===== src/verilog/adc_trig_pkg.sv =====
// Constants and types for the converter trigger and clock control block
// Notes on behaviour
// - The external start input comes from the port 0 bit 4 pin when the pin select bit is 0, and from the port 1 bit 3 pin when it is 1.
// - Changing the pin select bit moves the external start input to the new pin at once.
// - The conversion clock is the system clock divided by 1, 2, 4 or 8 for divider codes 00, 01, 10 and 11.
// - Trigger type 00 starts on a falling edge, and 01 on a rising edge, of PWM channel 0, 2 or 4 or of the start pin.
// - Trigger type 10 starts at the centre point, and 11 at the end point, of each PWM period.
// - The centre and period-end triggers exist only while the PWM runs center-aligned.
// - The trigger type takes effect only while external triggering is enabled.
// - With external triggering off, only software setting the start bit begins a conversion.
// - With external triggering on, software or the selected external condition begins a conversion.
// - External triggers are ignored while the start/busy bit is 1, until hardware clears it at the end of conversion.
// - The converter circuit is off when the power enable bit is 0 and on when it is 1.
`default_nettype none

package adc_trig_pkg;

	localparam logic [7:0] CTRL_ONE_ADDR  = 8'he1;
	localparam logic [7:0] CTRL_ZERO_ADDR = 8'he4;

	localparam logic [7:0] CTRL_ONE_RESET = 8'h00;
	localparam logic [7:0] CTRL_ONE_WMASK = 8'h7f;

	localparam int POWER_BIT    = 0;
	localparam int EXT_EN_BIT   = 1;
	localparam int TYPE_LSB     = 2;
	localparam int TYPE_MSB     = 3;
	localparam int DIV_LSB      = 4;
	localparam int DIV_MSB      = 5;
	localparam int PIN_SEL_BIT  = 6;
	localparam int SRC_LSB      = 0;
	localparam int SRC_MSB      = 1;
	localparam int BUSY_BIT     = 7;

	localparam logic [1:0] SRC_SEL_RESET = 2'h0;

	// Input vector order into the synchroniser
	localparam int IN_PIN_P04 = 0;
	localparam int IN_PIN_P13 = 1;
	localparam int IN_PWM0    = 2;
	localparam int IN_PWM2    = 3;
	localparam int IN_PWM4    = 4;
	localparam int IN_COUNT   = 5;

	typedef enum logic [1:0] {
		TRIG_FALL   = 2'b00,
		TRIG_RISE   = 2'b01,
		TRIG_CENTER = 2'b10,
		TRIG_END    = 2'b11
	} trig_type_t;

	typedef enum logic [1:0] {
		SRC_PWM0 = 2'b00,
		SRC_PWM2 = 2'b01,
		SRC_PWM4 = 2'b10,
		SRC_PIN  = 2'b11
	} src_sel_t;

	typedef struct packed {
		logic [7:0]          ctrl_one;
		logic [1:0]          src_sel;
		logic                busy;
		logic [IN_COUNT-1:0] sync_a;
		logic [IN_COUNT-1:0] sync_b;
		logic [IN_COUNT-1:0] prev;
		logic [2:0]          div_cnt;
		logic                conv_tick;
		logic                start_pulse;
		logic [7:0]          rdata;
	} state_t;

	localparam state_t STATE_RESET = '{
		ctrl_one:    CTRL_ONE_RESET,
		src_sel:     SRC_SEL_RESET,
		busy:        1'b0,
		sync_a:      5'h00,
		sync_b:      5'h00,
		prev:        5'h00,
		div_cnt:     3'h0,
		conv_tick:   1'b0,
		start_pulse: 1'b0,
		rdata:       8'h00
	};

endpackage

`default_nettype wire


===== src/verilog/adc_trigger_clock_control.sv =====
// Converter power, conversion clock divider and conversion trigger selection
`default_nettype none

module adc_trigger_clock_control (
	input  wire logic       clk,                // System clock
	input  wire logic       rst,                // Synchronous reset, high
	input  wire logic [7:0] reg_addr,           // Register address
	input  wire logic [7:0] reg_wdata,          // Register write data
	input  wire logic       reg_wr,             // Write strobe
	input  wire logic       reg_rd,             // Read strobe
	output logic      [7:0] reg_rdata,          // Read data, cycle after strobe
	input  wire logic       start_pin_p04,      // Start pin on port 0 bit 4
	input  wire logic       start_pin_p13,      // Start pin on port 1 bit 3
	input  wire logic       pwm_ch0,            // PWM channel 0 output
	input  wire logic       pwm_ch2,            // PWM channel 2 output
	input  wire logic       pwm_ch4,            // PWM channel 4 output
	input  wire logic       pwm_center_aligned, // PWM runs center-aligned
	input  wire logic       pwm_center_event,   // Centre point pulse
	input  wire logic       pwm_period_end,     // Period end pulse
	input  wire logic       conversion_done,    // End of conversion pulse
	output logic            converter_power,    // Converter circuit on
	output logic            conv_clk_tick,      // Conversion clock enable
	output logic            conversion_start,   // Start pulse to converter
	output logic            conversion_busy     // Start/busy bit
);
	import adc_trig_pkg::*;

	state_t s;
	state_t next_s;

	function automatic logic [2:0] div_limit(input logic [1:0] code);
		div_limit = 3'((4'h1 << code) - 4'h1);
	endfunction

	// Edges are taken per input before the mux, so a pin swap makes no false edge
	function automatic logic pick_edge(input logic [IN_COUNT-1:0] edges,
		input logic [1:0] src, input logic pin_sel);
		logic r;
		r = 1'b0;
		unique case (src_sel_t'(src))
			SRC_PWM0: r = edges[IN_PWM0];
			SRC_PWM2: r = edges[IN_PWM2];
			SRC_PWM4: r = edges[IN_PWM4];
			SRC_PIN:  r = pin_sel ? edges[IN_PIN_P13] : edges[IN_PIN_P04];
		endcase
		pick_edge = r;
	endfunction

	logic [IN_COUNT-1:0] raw_in;
	logic [IN_COUNT-1:0] rise;
	logic [IN_COUNT-1:0] fall;
	logic                ext_event;
	logic                ext_accept;
	logic                sw_start;
	logic                start_go;
	trig_type_t          trig_type;

	assign raw_in = {pwm_ch4, pwm_ch2, pwm_ch0, start_pin_p13, start_pin_p04};

	always_comb begin
		next_s = s;
		// Two stages of synchroniser, third stage only for edge compare
		next_s.sync_a = raw_in;
		next_s.sync_b = s.sync_a;
		next_s.prev = s.sync_b;
		rise = s.sync_b & ~s.prev;
		fall = ~s.sync_b & s.prev;

		trig_type = trig_type_t'(s.ctrl_one[TYPE_MSB:TYPE_LSB]);
		ext_event = 1'b0;
		unique case (trig_type)
			TRIG_FALL:   ext_event = pick_edge(fall, s.src_sel, s.ctrl_one[PIN_SEL_BIT]);
			TRIG_RISE:   ext_event = pick_edge(rise, s.src_sel, s.ctrl_one[PIN_SEL_BIT]);
			TRIG_CENTER: ext_event = pwm_center_event & pwm_center_aligned;
			TRIG_END:    ext_event = pwm_period_end & pwm_center_aligned;
		endcase

		ext_accept = s.ctrl_one[EXT_EN_BIT] & ext_event & ~s.busy;
		sw_start = reg_wr && (reg_addr == CTRL_ZERO_ADDR) && reg_wdata[BUSY_BIT];

		// Writing the start bit while busy is dropped, so busy never sticks without a start
		start_go = (sw_start & ~s.busy) | ext_accept;
		next_s.start_pulse = start_go;
		if (conversion_done) begin
			next_s.busy = 1'b0;
		end
		// Set wins over the end-of-conversion clear
		if (start_go) begin
			next_s.busy = 1'b1;
		end

		if (reg_wr && (reg_addr == CTRL_ONE_ADDR)) begin
			next_s.ctrl_one = reg_wdata & CTRL_ONE_WMASK;
		end
		if (reg_wr && (reg_addr == CTRL_ZERO_ADDR)) begin
			next_s.src_sel = reg_wdata[SRC_MSB:SRC_LSB];
		end

		next_s.rdata = 8'h00;
		if (reg_rd) begin
			if (reg_addr == CTRL_ONE_ADDR) begin
				next_s.rdata = s.ctrl_one;
			end else if (reg_addr == CTRL_ZERO_ADDR) begin
				next_s.rdata = {s.busy, 5'h00, s.src_sel};
			end
		end

		// Divider idles at zero while the converter is off
		if (!s.ctrl_one[POWER_BIT]) begin
			next_s.div_cnt = 3'h0;
			next_s.conv_tick = 1'b0;
		end else if (s.div_cnt >= div_limit(s.ctrl_one[DIV_MSB:DIV_LSB])) begin
			next_s.div_cnt = 3'h0;
			next_s.conv_tick = 1'b1;
		end else begin
			next_s.div_cnt = s.div_cnt + 3'h1;
			next_s.conv_tick = 1'b0;
		end
	end

	always_ff @(posedge clk) begin
		if (rst) begin
			s <= STATE_RESET;
		end else begin
			s <= next_s;
		end
	end

	assign reg_rdata = s.rdata;
	assign converter_power = s.ctrl_one[POWER_BIT];
	assign conv_clk_tick = s.conv_tick;
	assign conversion_start = s.start_pulse;
	assign conversion_busy = s.busy;

endmodule // adc_trigger_clock_control

`default_nettype wire


===== config.mk =====
export PLATFORM = sky130hd
export DESIGN_NAME = adc_trigger_clock_control
export DESIGN_NICKNAME = d
export VERILOG_FILES = /design/src/verilog/adc_trig_pkg.sv /design/src/verilog/adc_trigger_clock_control.sv
export SDC_FILE = /design/constraint.sdc
export NUM_CORES = 1
export LEC_CHECK = 0
export BUFFER_PORTS_ARGS = -buffer_cell sky130_fd_sc_hd__buf_2
export CELL_PAD_IN_SITES_DETAIL_PLACEMENT = 1
export CELL_PAD_IN_SITES_GLOBAL_PLACEMENT = 2
export CORE_ASPECT_RATIO = 0.6
export CORE_MARGIN = 2
export CORE_UTILIZATION = 25
export DETAILED_ROUTE_END_ITERATION = 10
export GPL_ROUTABILITY_DRIVEN = 0
export PLACE_DENSITY_LB_ADDON = 0.1
export SLEW_MARGIN = 20
export SYNTH_ARGS = -nofsm -noshare
export SYNTH_HDL_FRONTEND = slang
export SYNTH_SLANG_ARGS = --single-unit
export TNS_END_PERCENT = 20

===== constraint.sdc =====
create_clock -name clk -period 1.46 [get_ports clk]
set_input_delay 0.073 -clock clk [delete_from_list [all_inputs] [get_ports clk]]
set_output_delay 0.073 -clock clk [all_outputs]
set_load 0.01 [all_outputs]

==> run_results.csv, run 1 <==
group,metric,value,unit
logic_synthesis,synth_top_family_by_area,"simple AND/OR/NAND/NOR gates",
worst_setup_path,critical_path_class,"register to register",
pwr,p_leak,0.947,nW
grt,grt_use_total,12.1,%
route,vias_per_cell,4.21,
layout,register_area,771,sq um
die,ioPinCount,41,
worst_setup_path,r2r_end,"conversion_start$_SDFF_PP0_",
logic_synthesis,synth_compound_area_share,6.88,%
worst_setup_path,r2r-start,"s[30]$_SDFFE_PP0P_",
timing,setup_violations,5,
clock_network,clk_latency,0.28,ns
grt,grt.overflow.total,0,
logic_synthesis,synth-edff-count,0,
timing,fmax,648,MHz
timing,clock_skew,0.00494,ns
worst_setup_path,endpoint_kind,"register",
die,die_width,104,microns
grt,grt_pass1_vias,1339,
layout,layout.nets,240,
run_status,violations,"setup timing",
logic_synthesis,ys_ff_latch,38,
worst_hold_path,min_from,"start_pin_p13",
timing,maxSlewViolCount,0,
logic_synthesis,synth-async-reset-ratio,0,%
pwr,p_per_area,924,mW/mm^2
logic_synthesis,netlist.area_leader.share,50.4,%
route,ant_nets,0,
layout,syn_to_final_growth,38.6,%
placement,numPortBuffers,40,
die,initial_utilization,26.5,%
run_status,status,"complete, but fails checks",
worst_setup_path,critical_path.startpoint,"s[30]$_SDFFE_PP0P_",
route,firstDrtPassIters,4,
route,drc,0,
timing,finalHoldViolations,0,
worst_setup_path,cp-start-kind,"register",
worst_setup_path,endpoint,"conversion_start$_SDFF_PP0_",
worst_setup_path,crit_arrival,1.76,ns
clock_network,htree_num_levels,2,
worst_setup_path,worstPathMaxFanout,5,
timing,max_slew_margin,74.0,%
logic_synthesis,synthTopCellsByCount,"38 x dfxtp_1, 17 x nor2_1, 16 x nor2b_1",
logic_synthesis,yosys_warnings,0,
grt,antenna_found_initial,0,
clock_network,clock_path_buffers,2,
timing,fin_crit_sh,106,%
job,drv_cap,0,
timing,fin_setup_tns,-0.283,ns
grt,grt_pass1_wl,6340,microns
logic_synthesis,ys_types,34,
route,wire_per_inst,13.1,microns
clock_network,cts.clk_slew.worst_paths,0.08,ns
timing,tightest_slew,0.386,ns
die,die_h,64.2,microns
logic_synthesis,yosys.area_share.simple,24.7,%
worst_setup_path,crit_required,1.68,ns
logic_synthesis,syn_avg_cell_area,10.1,sq um
worst_setup_path,reg2reg_slack,-0.08,ns
timing,fin_crit,1.54,ns
logic_synthesis,netlist_instances,150,
layout,diodes,0,
layout,fill_cells,664,
grt,use_met2,20.2,%
clock_network,root_buffer,"clkbuf_8",
layout,multiInputGateArea,699,sq um
logic_synthesis,synth.net_count,183,
route,vias,1212,
grt,grt_util_met1,14.6,%
logic_synthesis,yosys.area_share.xor_xnor,0.580,%
grt,grt-busiest-layer,"met2",
logic_synthesis,yosysMostFrequentCell,"dfxtp_1",
logic_synthesis,seq_area_frac_synth,50.4,%
clock_network,cts_tree,"yes",
route,routed_wl,3760,microns
logic_synthesis,synth.largest_area_cell,"dfxtp_1",
grt,grt_util_met3,4.29,%
worst_hold_path,hold_path_class,"input pin to register",
layout,final_core_util,36.7,%
route,initialDrtViolationCount,14,
logic_synthesis,synth_area,0.00151,sq mm
clock_network,cts_made_buffers,5,
clock_network,clock_sinks,38,
timing,fin_ws,-0.0828,ns
die,dieArea,0.00669,sq mm
layout,drive_gt1_share,41.8,%
die,core-area,0.00570,sq mm
logic_synthesis,synth_area_leaders,"dfxtp_1 50%, mux2i_1 6.6%, nor2b_1 6.6%",
timing,rsz0062_at_grt,"true",
grt,grt_max_degree,29,
pwr,vdd_drop_max,0.336,mV
logic_synthesis,ys.flop_type,"dfxtp_1",
die,row_count,21,
worst_setup_path,worst_r2r_path_depth,6,
logic_synthesis,synthMuxAreaShare,6.63,%
logic_synthesis,synth_fa_ha_area_share,3.32,%
placement,dp_hpwl,2730,microns
==> critical path, stage by stage (launching register included) <==
cell and delay (ns):
dfxtp_4 0.37, buf_6 0.12, a21boi_2 0.14, o221a_2 0.29
o32ai_2 0.25, buf_4 0.15, nor3b_4 0.16
==> per-layer routing <==
layer	wire, microns	vias to the layer above
met4	27	0
met1	1840	576
li1	-	605
met3	204	2
met2	1690	29
met5	0	-
==> report_power, final <==
part           internal [mW]  switching, mW
sequential              1.05        0.00745
clock                  0.380          0.384
combinational         0.0639         0.0455
==> repair_timing <==
action / 4_1_cts / 5_1_grt
resized for setup: 7 / 11
setup buffers: 4 / 0
hold endpoints to repair: 4 / 0
gates cloned: 0 / 0
pin swaps: 9 / 6
endpoints found under the setup margin: 5 / 6
hold buffers: 4 / 0
==> metrics by stage <==
step / power [mW] / instances / setup slack, ns / hold slack, ns / area (sq um)
floorplan: 1.12 / 150 / -0.0114 / 0.201 / 1520
global placement: 1.18 / 272 / -0.0463 / 0.281 / 1850
detailed placement: 1.18 / 272 / -0.129 / 0.290 / 1850
CTS: 1.96 / 288 / -0.117 / 0.00334 / 2050
global route: 2.02 / 288 / -0.188 / 0.0123 / 2090
finish: 1.93 / 288 / -0.0828 / 0.00727 / 2090
==> layout make-up <==
cell class              count  area share, %
repair buffers             62           18.9
clock inverters             2          0.598
flip-flops and latches     38           36.9
clock buffers               6           3.95
well taps                  80           4.79
multi-input cells          92           33.5
inverters                   8           1.44
==> sequential cells by signal, summed over array words and instances, names as in the netlist <==
| signal | flops |
|---|---|
| reg_rdata | 8 |
| conv_clk_tick | 1 |
| conversion_start | 1 |
| conversion_busy | 1 |
| s | 16 |
| next_s | 10 |
| converter_power | 1 |
==> worst min path at each step <==
stage / slack [ns] / end / depth (start not counted)
global placement: 0.28 / next_s[20]$_SDFF_PP0_ / 2
global route: 0.01 / next_s[19]$_SDFF_PP0_ / 2
floorplan: 0.20 / next_s[18]$_SDFF_PP0_ / 1
CTS: 0.003 / next_s[19]$_SDFF_PP0_ / 2
detailed placement: 0.29 / next_s[22]$_SDFF_PP0_ / 2
finish: 0.007 / next_s[19]$_SDFF_PP0_ / 2
==> cells in the final DEF, fill, tap and decap left out, types with 2 or more instances in the layout <==
cell type	count
and2_1	5
nand2_1	3
o21ai_0	2
nand3_1	3
mux2i_1	10
dlygate4sd3_1	4
buf_2	40
nor4_1	2
clkbuf_8	6
a21oi_2	3
ha_1	3
nand3b_1	4
nor3b_2	2
buf_4	15
dfxtp_1	32
inv_1	8
a22oi_1	2
or3b_1	2
dfxtp_2	5
buf_6	2
nor2_1	16
nor2b_1	16
==> cell families (layout without fill, tap and decap cells) <==
| logic type | after synthesis | after routing |
|---|---|---|
| and+or+nand+nor | 63 | 63 |
| DFF | 38 | 38 |
| buffers and inverters | 20 | 78 |
| AOI/OAI and AO/OA | 14 | 14 |
| muxes | 10 | 10 |
| adders and majority gates | 4 | 4 |
| xor gates and xnor gates | 1 | 1 |
Power figures use the tool's default switching activity.
==> run 2: changes to the inputs <==
--- a/config.mk
+++ b/config.mk
@@ -10,7 +10,7 @@
 export CELL_PAD_IN_SITES_GLOBAL_PLACEMENT = 2
 export CORE_ASPECT_RATIO = 0.6
 export CORE_MARGIN = 2
-export CORE_UTILIZATION = 25
+export CORE_UTILIZATION = 28
 export DETAILED_ROUTE_END_ITERATION = 10
 export GPL_ROUTABILITY_DRIVEN = 0
 export PLACE_DENSITY_LB_ADDON = 0.1
==> run 2 against run 1 <==
  * The run still ends with setup timing left
  * Worst setup slack got worse by 0.0078 ns
  * Clock power increased by 44%
  * Non-clock buffer count fell by 2
  * Power grew 17%
  * Final cell count down 5.6%
  * Combinational power about the same
  * Final area down 0.78%
  * Maximum frequency down 0.50%
  * Register-to-register slack about the same
  * Sequential power is essentially flat
  * Global-route usage grew 1.2 points
  * Via count decreased by 2.7%
  * Critical endpoint is now s[10]$_SDFF_PP0_
  * Largest power group is now the clock network
==> run_results.csv, run 2 (synthesized netlist as in run 1, its figures left out) <==
group,metric,value,unit
run_status,status,"complete, but fails checks",
run_status,violations,"setup timing",
timing,rsz0062_at_grt,"true",
clock_network,clock_sinks,38,
worst_setup_path,cp-start-kind,"register",
route,drc,0,
layout,design_area,0.00207,sq mm
worst_setup_path,critical_path_class,"register to register",
die,initial_utilization,29.4,%
worst_hold_path,hold_path_class,"input pin to register",
layout,largest_register,"s",
placement,postPlaceCellArea,0.00181,sq mm
pwr,vdd_drop_max,0.524,mV
layout,final_cell_mix,"40 x buf_2, 33 x dfxtp_1, 17 x nor2_1",
placement,numPortBuffers,40,
pwr,intPower,1.84,mW
pwr,netSwitchingFraction,18.6,%
pwr,clockPowerShare,48.5,%
timing,finalHoldViolations,0,
die,row_count,20,
placement,dp_slack,-0.134,ns
grt,grt_pass1_wl,6000,microns
clock_network,cts_made_buffers,5,
clock_network,clk_latency,0.28,ns
grt,antenna_found_initial,0,
worst_setup_path,cp_cell_sequence,"or2_4 -> ha_4 -> nand2b_4 -> a21o_1 -> a21oi_2 -> nand3b_1 -> nor2_1",
grt,grt_max_degree,29,
die,die_h,60.9,microns
worst_setup_path,critPathSlowestCell,"dfxtp_2",
grt,use_met2,23.0,%
clock_network,cts.clk_slew.worst_paths,0.08,ns
layout,final_common_cell,"buf_2",
pwr,power,2.26,mW
route,routed_wl,3630,microns
route,vias_per_cell,4.33,
worst_setup_path,worstPathMaxFanout,3,
grt,grt_pass1_vias,1254,
pwr,p_leak,0.951,nW
die,ioPinCount,41,
grt,grt_use_total,13.3,%
timing,fin_crit,1.55,ns
clock_network,cts_tree,"yes",
timing,max_slew_margin,78.7,%
die,die_width,98.8,microns
grt,grt_util_met1,16.4,%
timing,fmax,645,MHz
timing,timing.hold.ws,0.0157,ns
worst_setup_path,slowest_delay,0.32,ns
grt,grt.overflow.total,0,
pwr,power_switching,0.420,mW
clock_network,htree_num_levels,2,
die,core-area,0.00513,sq mm
layout,largest_register_ff_count,16,
pwr,p_per_area,1090,mW/mm^2
job,drv_cap,0,
timing,maxSlewViolCount,0,
pwr,p_seq_share,46.8,%
grt,grt_util_met3,4.26,%
route,vias,1179,
pwr,p_comb_share,4.7,%
route,wire_per_inst,13.3,microns
clock_network,clock_path_buffers,2,
route,initialDrtViolationCount,20,
timing,fin_ws,-0.0906,ns
worst_setup_path,crit_required,1.68,ns
layout,drive_gt1_share,40.3,%
worst_setup_path,crit_arrival,1.77,ns
grt,grt-busiest-layer,"met2",
layout,diodes,0,
worst_setup_path,path_buf_inv,0,
placement,dp_hpwl,2760,microns
timing,fin_crit_sh,106,%
route,ant_nets,0,
worst_setup_path,endpoint_kind,"register",
layout,fin_cells,272,
timing,tightest_slew,0.318,ns
layout,syn_to_final_growth,37.5,%
placement,dp_cells,256,
layout,layout.nets,238,
timing,setup_violations,4,
clock_network,root_buffer,"clkbuf_8",
die,dieArea,0.00601,sq mm
route,firstDrtPassIters,4,
timing,clock_skew,0.00560,ns
worst_setup_path,critPathTopFamily,"simple AND/OR/NAND/NOR gates",
## run 2: cell type report
cell class	count	area [sq um]
fill	590	3060
clock inverter	2	60.1
multi-input combinational	92	687
tap	66	82.6
clock buffer	6	82.6
inverter	8	30.0
sequential	38	769
timing repair buffer	60	363
## run 2: worst min-delay path, stage by stage
cell,delay (ns)
buf_2,0.07
mux2i_1,0.05
nor2_1,0.07
## run 2: worst paths after layout
| check | start | end | slack, ns | cells after the start |
|---|---|---|---|---|
| setup / recovery | s[35]$_SDFFE_PP0P_ | s[10]$_SDFF_PP0_ | -0.09 | 7 |
| hold / removal | reg_wdata[3] | s[34]$_SDFFE_PP0P_ | 0.02 | 3 |
| setup reg to reg | s[35]$_SDFFE_PP0P_ | s[10]$_SDFF_PP0_ | -0.09 | 7 |
| hold reg to reg | next_s[21]$_SDFF_PP0_ | next_s[16]$_SDFF_PP0_ | 0.45 | 1 |
## run 2: metrics by stage
step	util [%]	setup TNS, ns
6_report	40.4	-0.223
5_1_grt	40.4	-0.530
4_1_cts	40.2	-0.217
3_5_place_dp	35.2	-0.442
3_3_place_gp	35.2	-0.0882
2_1_floorplan	-	-0.0114
## run 2: what timing repair did
action,CTS,global route
endpoints found under the setup margin,6,6
hold endpoints to repair,5,0
gates resized for setup,11,3
pin swaps,7,4
buffers inserted,2,1
hold buffers,5,0
## run 2: layer usage
metal,vias up,routed length (microns)
met5,-,0
met4,0,15
met3,2,209
met2,33,1580
met1,539,1820
li1,605,-
## run 2: power groups by stage
stage / clock network, mW / registers, mW / logic [mW]
finish: 1.10 / 1.06 / 0.106
global route: 1.17 / 1.06 / 0.117
CTS: 1.13 / 1.06 / 0.107
detailed placement: 0 / 1.08 / 0.0933
global placement: 0 / 1.08 / 0.0903
floorplan: 0 / 1.08 / 0.0376
==> run 3: changes to the inputs <==
--- a/config.mk
+++ b/config.mk
@@ -10,7 +10,7 @@
 export CELL_PAD_IN_SITES_GLOBAL_PLACEMENT = 2
 export CORE_ASPECT_RATIO = 0.6
 export CORE_MARGIN = 2
-export CORE_UTILIZATION = 28
+export CORE_UTILIZATION = 31
 export DETAILED_ROUTE_END_ITERATION = 10
 export GPL_ROUTABILITY_DRIVEN = 0
 export PLACE_DENSITY_LB_ADDON = 0.1
==> constraint.sdc (replaced) <==
create_clock -name clk -period 1.59 [get_ports clk]
set_input_delay 0.0795 -clock clk [delete_from_list [all_inputs] [get_ports clk]]
set_output_delay 0.0795 -clock clk [all_outputs]
set_load 0.01 [all_outputs]
==> run 3 against run 2 <==
  * The flow still finishes with violations (setup timing)
  * Die area decreased by 9.2%
  * Clock power decreased by 38%
  * Critical path depth decreased by 2
  * Via count decreased by 4.0%
  * Wire length decreased by 4.8%
  * Register-to-register slack improved by 0.08 ns
  * Highest routed layer unchanged
==> run_results.csv, run 3 (synthesized netlist as in run 1, its figures left out) <==
group,metric,value,unit
timing,setup_violations,1,
pwr,p_leak,0.869,nW
timing,fin_crit,1.60,ns
timing,fmax,623,MHz
route,ant_nets,0,
worst_setup_path,cp_cell_sequence,"or3b_4 -> a21oi_2 -> nor4_1 -> o32ai_1 -> nor3b_2",
worst_setup_path,critical_path.startpoint,"s[30]$_SDFFE_PP0P_",
layout,final_common_cell,"buf_2",
timing,max_slew_margin,74.4,%
placement,dp_hpwl,2580,microns
clock_network,root_buffer,"clkbuf_8",
pwr,p_per_area,912,mW/mm^2
clock_network,cts_made_buffers,5,
worst_setup_path,path_buf_inv,0,
worst_setup_path,r2r_end,"conversion_start$_SDFF_PP0_",
worst_setup_path,critPathTopFamily,"simple AND/OR/NAND/NOR gates",
worst_setup_path,crit_required,1.81,ns
layout,fin_cells,258,
clock_network,htree_num_levels,2,
clock_network,clk_latency,0.29,ns
worst_setup_path,reg2reg_slack,-0.01,ns
layout,syn_to_final_growth,26.5,%
timing,fin_ws,-0.0141,ns
worst_setup_path,crit_arrival,1.83,ns
layout,drive_gt1_share,35.9,%
worst_setup_path,critical_path_class,"register to register",
layout,diodes,0,
route,wire_per_inst,13.4,microns
placement,postPlaceCellArea,0.00174,sq mm
grt,antenna_found_initial,0,
job,drv_cap,0,
route,vias_per_cell,4.39,
worst_setup_path,endpoint,"conversion_start$_SDFF_PP0_",
die,initial_utilization,32.6,%
layout,final_core_util,41.2,%
grt,grt_pass1_wl,5640,microns
clock_network,cts.clk_slew.worst_paths,0.07,ns
worst_setup_path,cp-start-kind,"register",
route,routed_wl,3450,microns
grt,grt_use_total,14.0,%
worst_setup_path,cp.depth,5,
route,drc,0,
worst_setup_path,slowest_delay,0.39,ns
grt,grt.overflow.total,0,
timing,fin_crit_sh,101,%
timing,rsz0062_at_grt,"true",
placement,numPortBuffers,40,
worst_setup_path,critPathSlowestCell,"or3b_4",
layout,register_area,768,sq um
run_status,status,"complete, but fails checks",
layout,design_area,0.00191,sq mm
route,initialDrtViolationCount,23,
die,dieArea,0.00546,sq mm
layout,multiInputGateArea,668,sq um
die,core-area,0.00464,sq mm
layout,layout.nets,227,
timing,fin_setup_tns,-0.0141,ns
worst_setup_path,endpoint_kind,"register",
run_status,violations,"setup timing",
timing,maxSlewViolCount,0,
clock_network,clock_path_buffers,2,
layout,fill_cells,540,
route,vias,1132,
layout,largest_register,"s",
worst_setup_path,worst_r2r_path_depth,5,
timing,finalHoldViolations,0,
grt,grt_max_degree,29,
clock_network,cts_tree,"yes",
route,firstDrtPassIters,3,
die,die_width,94.1,microns
timing,clock_skew,0.00402,ns
grt,grt_pass1_vias,1185,
timing,tightest_slew,0.382,ns
worst_hold_path,hold_path_class,"input pin to register",
clock_network,clock_sinks,38,
die,ioPinCount,41,
worst_setup_path,r2r-start,"s[30]$_SDFFE_PP0P_",
placement,dp_cells,246,
die,row_count,19,
layout,final_cell_mix,"40 x buf_2, 34 x dfxtp_1, 17 x nor2_1",
pwr,vdd_drop_max,0.384,mV
worst_setup_path,worstPathMaxFanout,7,
layout,largest_register_ff_count,16,
die,die_h,58.0,microns
==> run 3: per-stage QoR <==
step / setup slack, ns / hold slack (ns) / power, mW
after detailed placement: -0.166 / 0.295 / 1.08
final: -0.0141 / 0.00285 / 1.74
after CTS: 0.00255 / 0.00746 / 1.77
after global placement: -0.0325 / 0.290 / 1.07
after floorplan: 0.0113 / 0.208 / 1.03
after global routing: -0.0565 / 0.00845 / 1.84
==> run 3: per-layer routing <==
layer	track usage [%]	routed length (microns)	vias to the layer above
li1	-	-	580
met1	17.6	1670	510
met2	21.7	1490	34
met3	5.07	245	8
met4	6.21	55	0
met5	0	0	-
==> run 3: worst min path at each step <==
stage / startpoint / to / cells past startpoint
after floorplan: start_pin_p04 / next_s[18]$_SDFF_PP0_ / 1
after global placement: start_pin_p13 / next_s[19]$_SDFF_PP0_ / 2
after detailed placement: pwm_ch2 / next_s[21]$_SDFF_PP0_ / 2
after CTS: start_pin_p04 / next_s[18]$_SDFF_PP0_ / 2
after global routing: start_pin_p04 / next_s[18]$_SDFF_PP0_ / 2
final: start_pin_p04 / next_s[18]$_SDFF_PP0_ / 2
==> run 3: worst register-to-register path, cell delays in order, from the launching register on <==
cell	delay (ns)
dfxtp_4	0.37
or3b_4	0.39
a21oi_2	0.12
nor4_1	0.05
o32ai_1	0.38
nor3b_2	0.22
==> run 3: area by class of cell <==
type,instances,area share [%]
Multi-Input combinational cell,92,35.0
Tap cell,63,4.13
Sequential cell,38,40.2
Timing Repair Buffer,49,14.3
Inverter,8,1.57
Clock inverter,1,0.262
Clock buffer,7,4.52
==> run 3: repair_timing <==
action | CTS | global route
pin swaps | 3 | 6
hold endpoints to repair | 2 | 0
hold buffers | 2 | 0
gates resized for setup | 4 | 7
setup buffers | 1 | 1
setup endpoints to repair | 5 | 6
==> run 3: report_power, final <==
part           total (mW)  leakage, nW  switching [mW]  internal, mW
logic              0.0846        0.510          0.0370        0.0476
clock network       0.685       0.0482           0.335         0.350
registers           0.972        0.311         0.00673         0.965
total                1.74        0.869           0.379          1.36
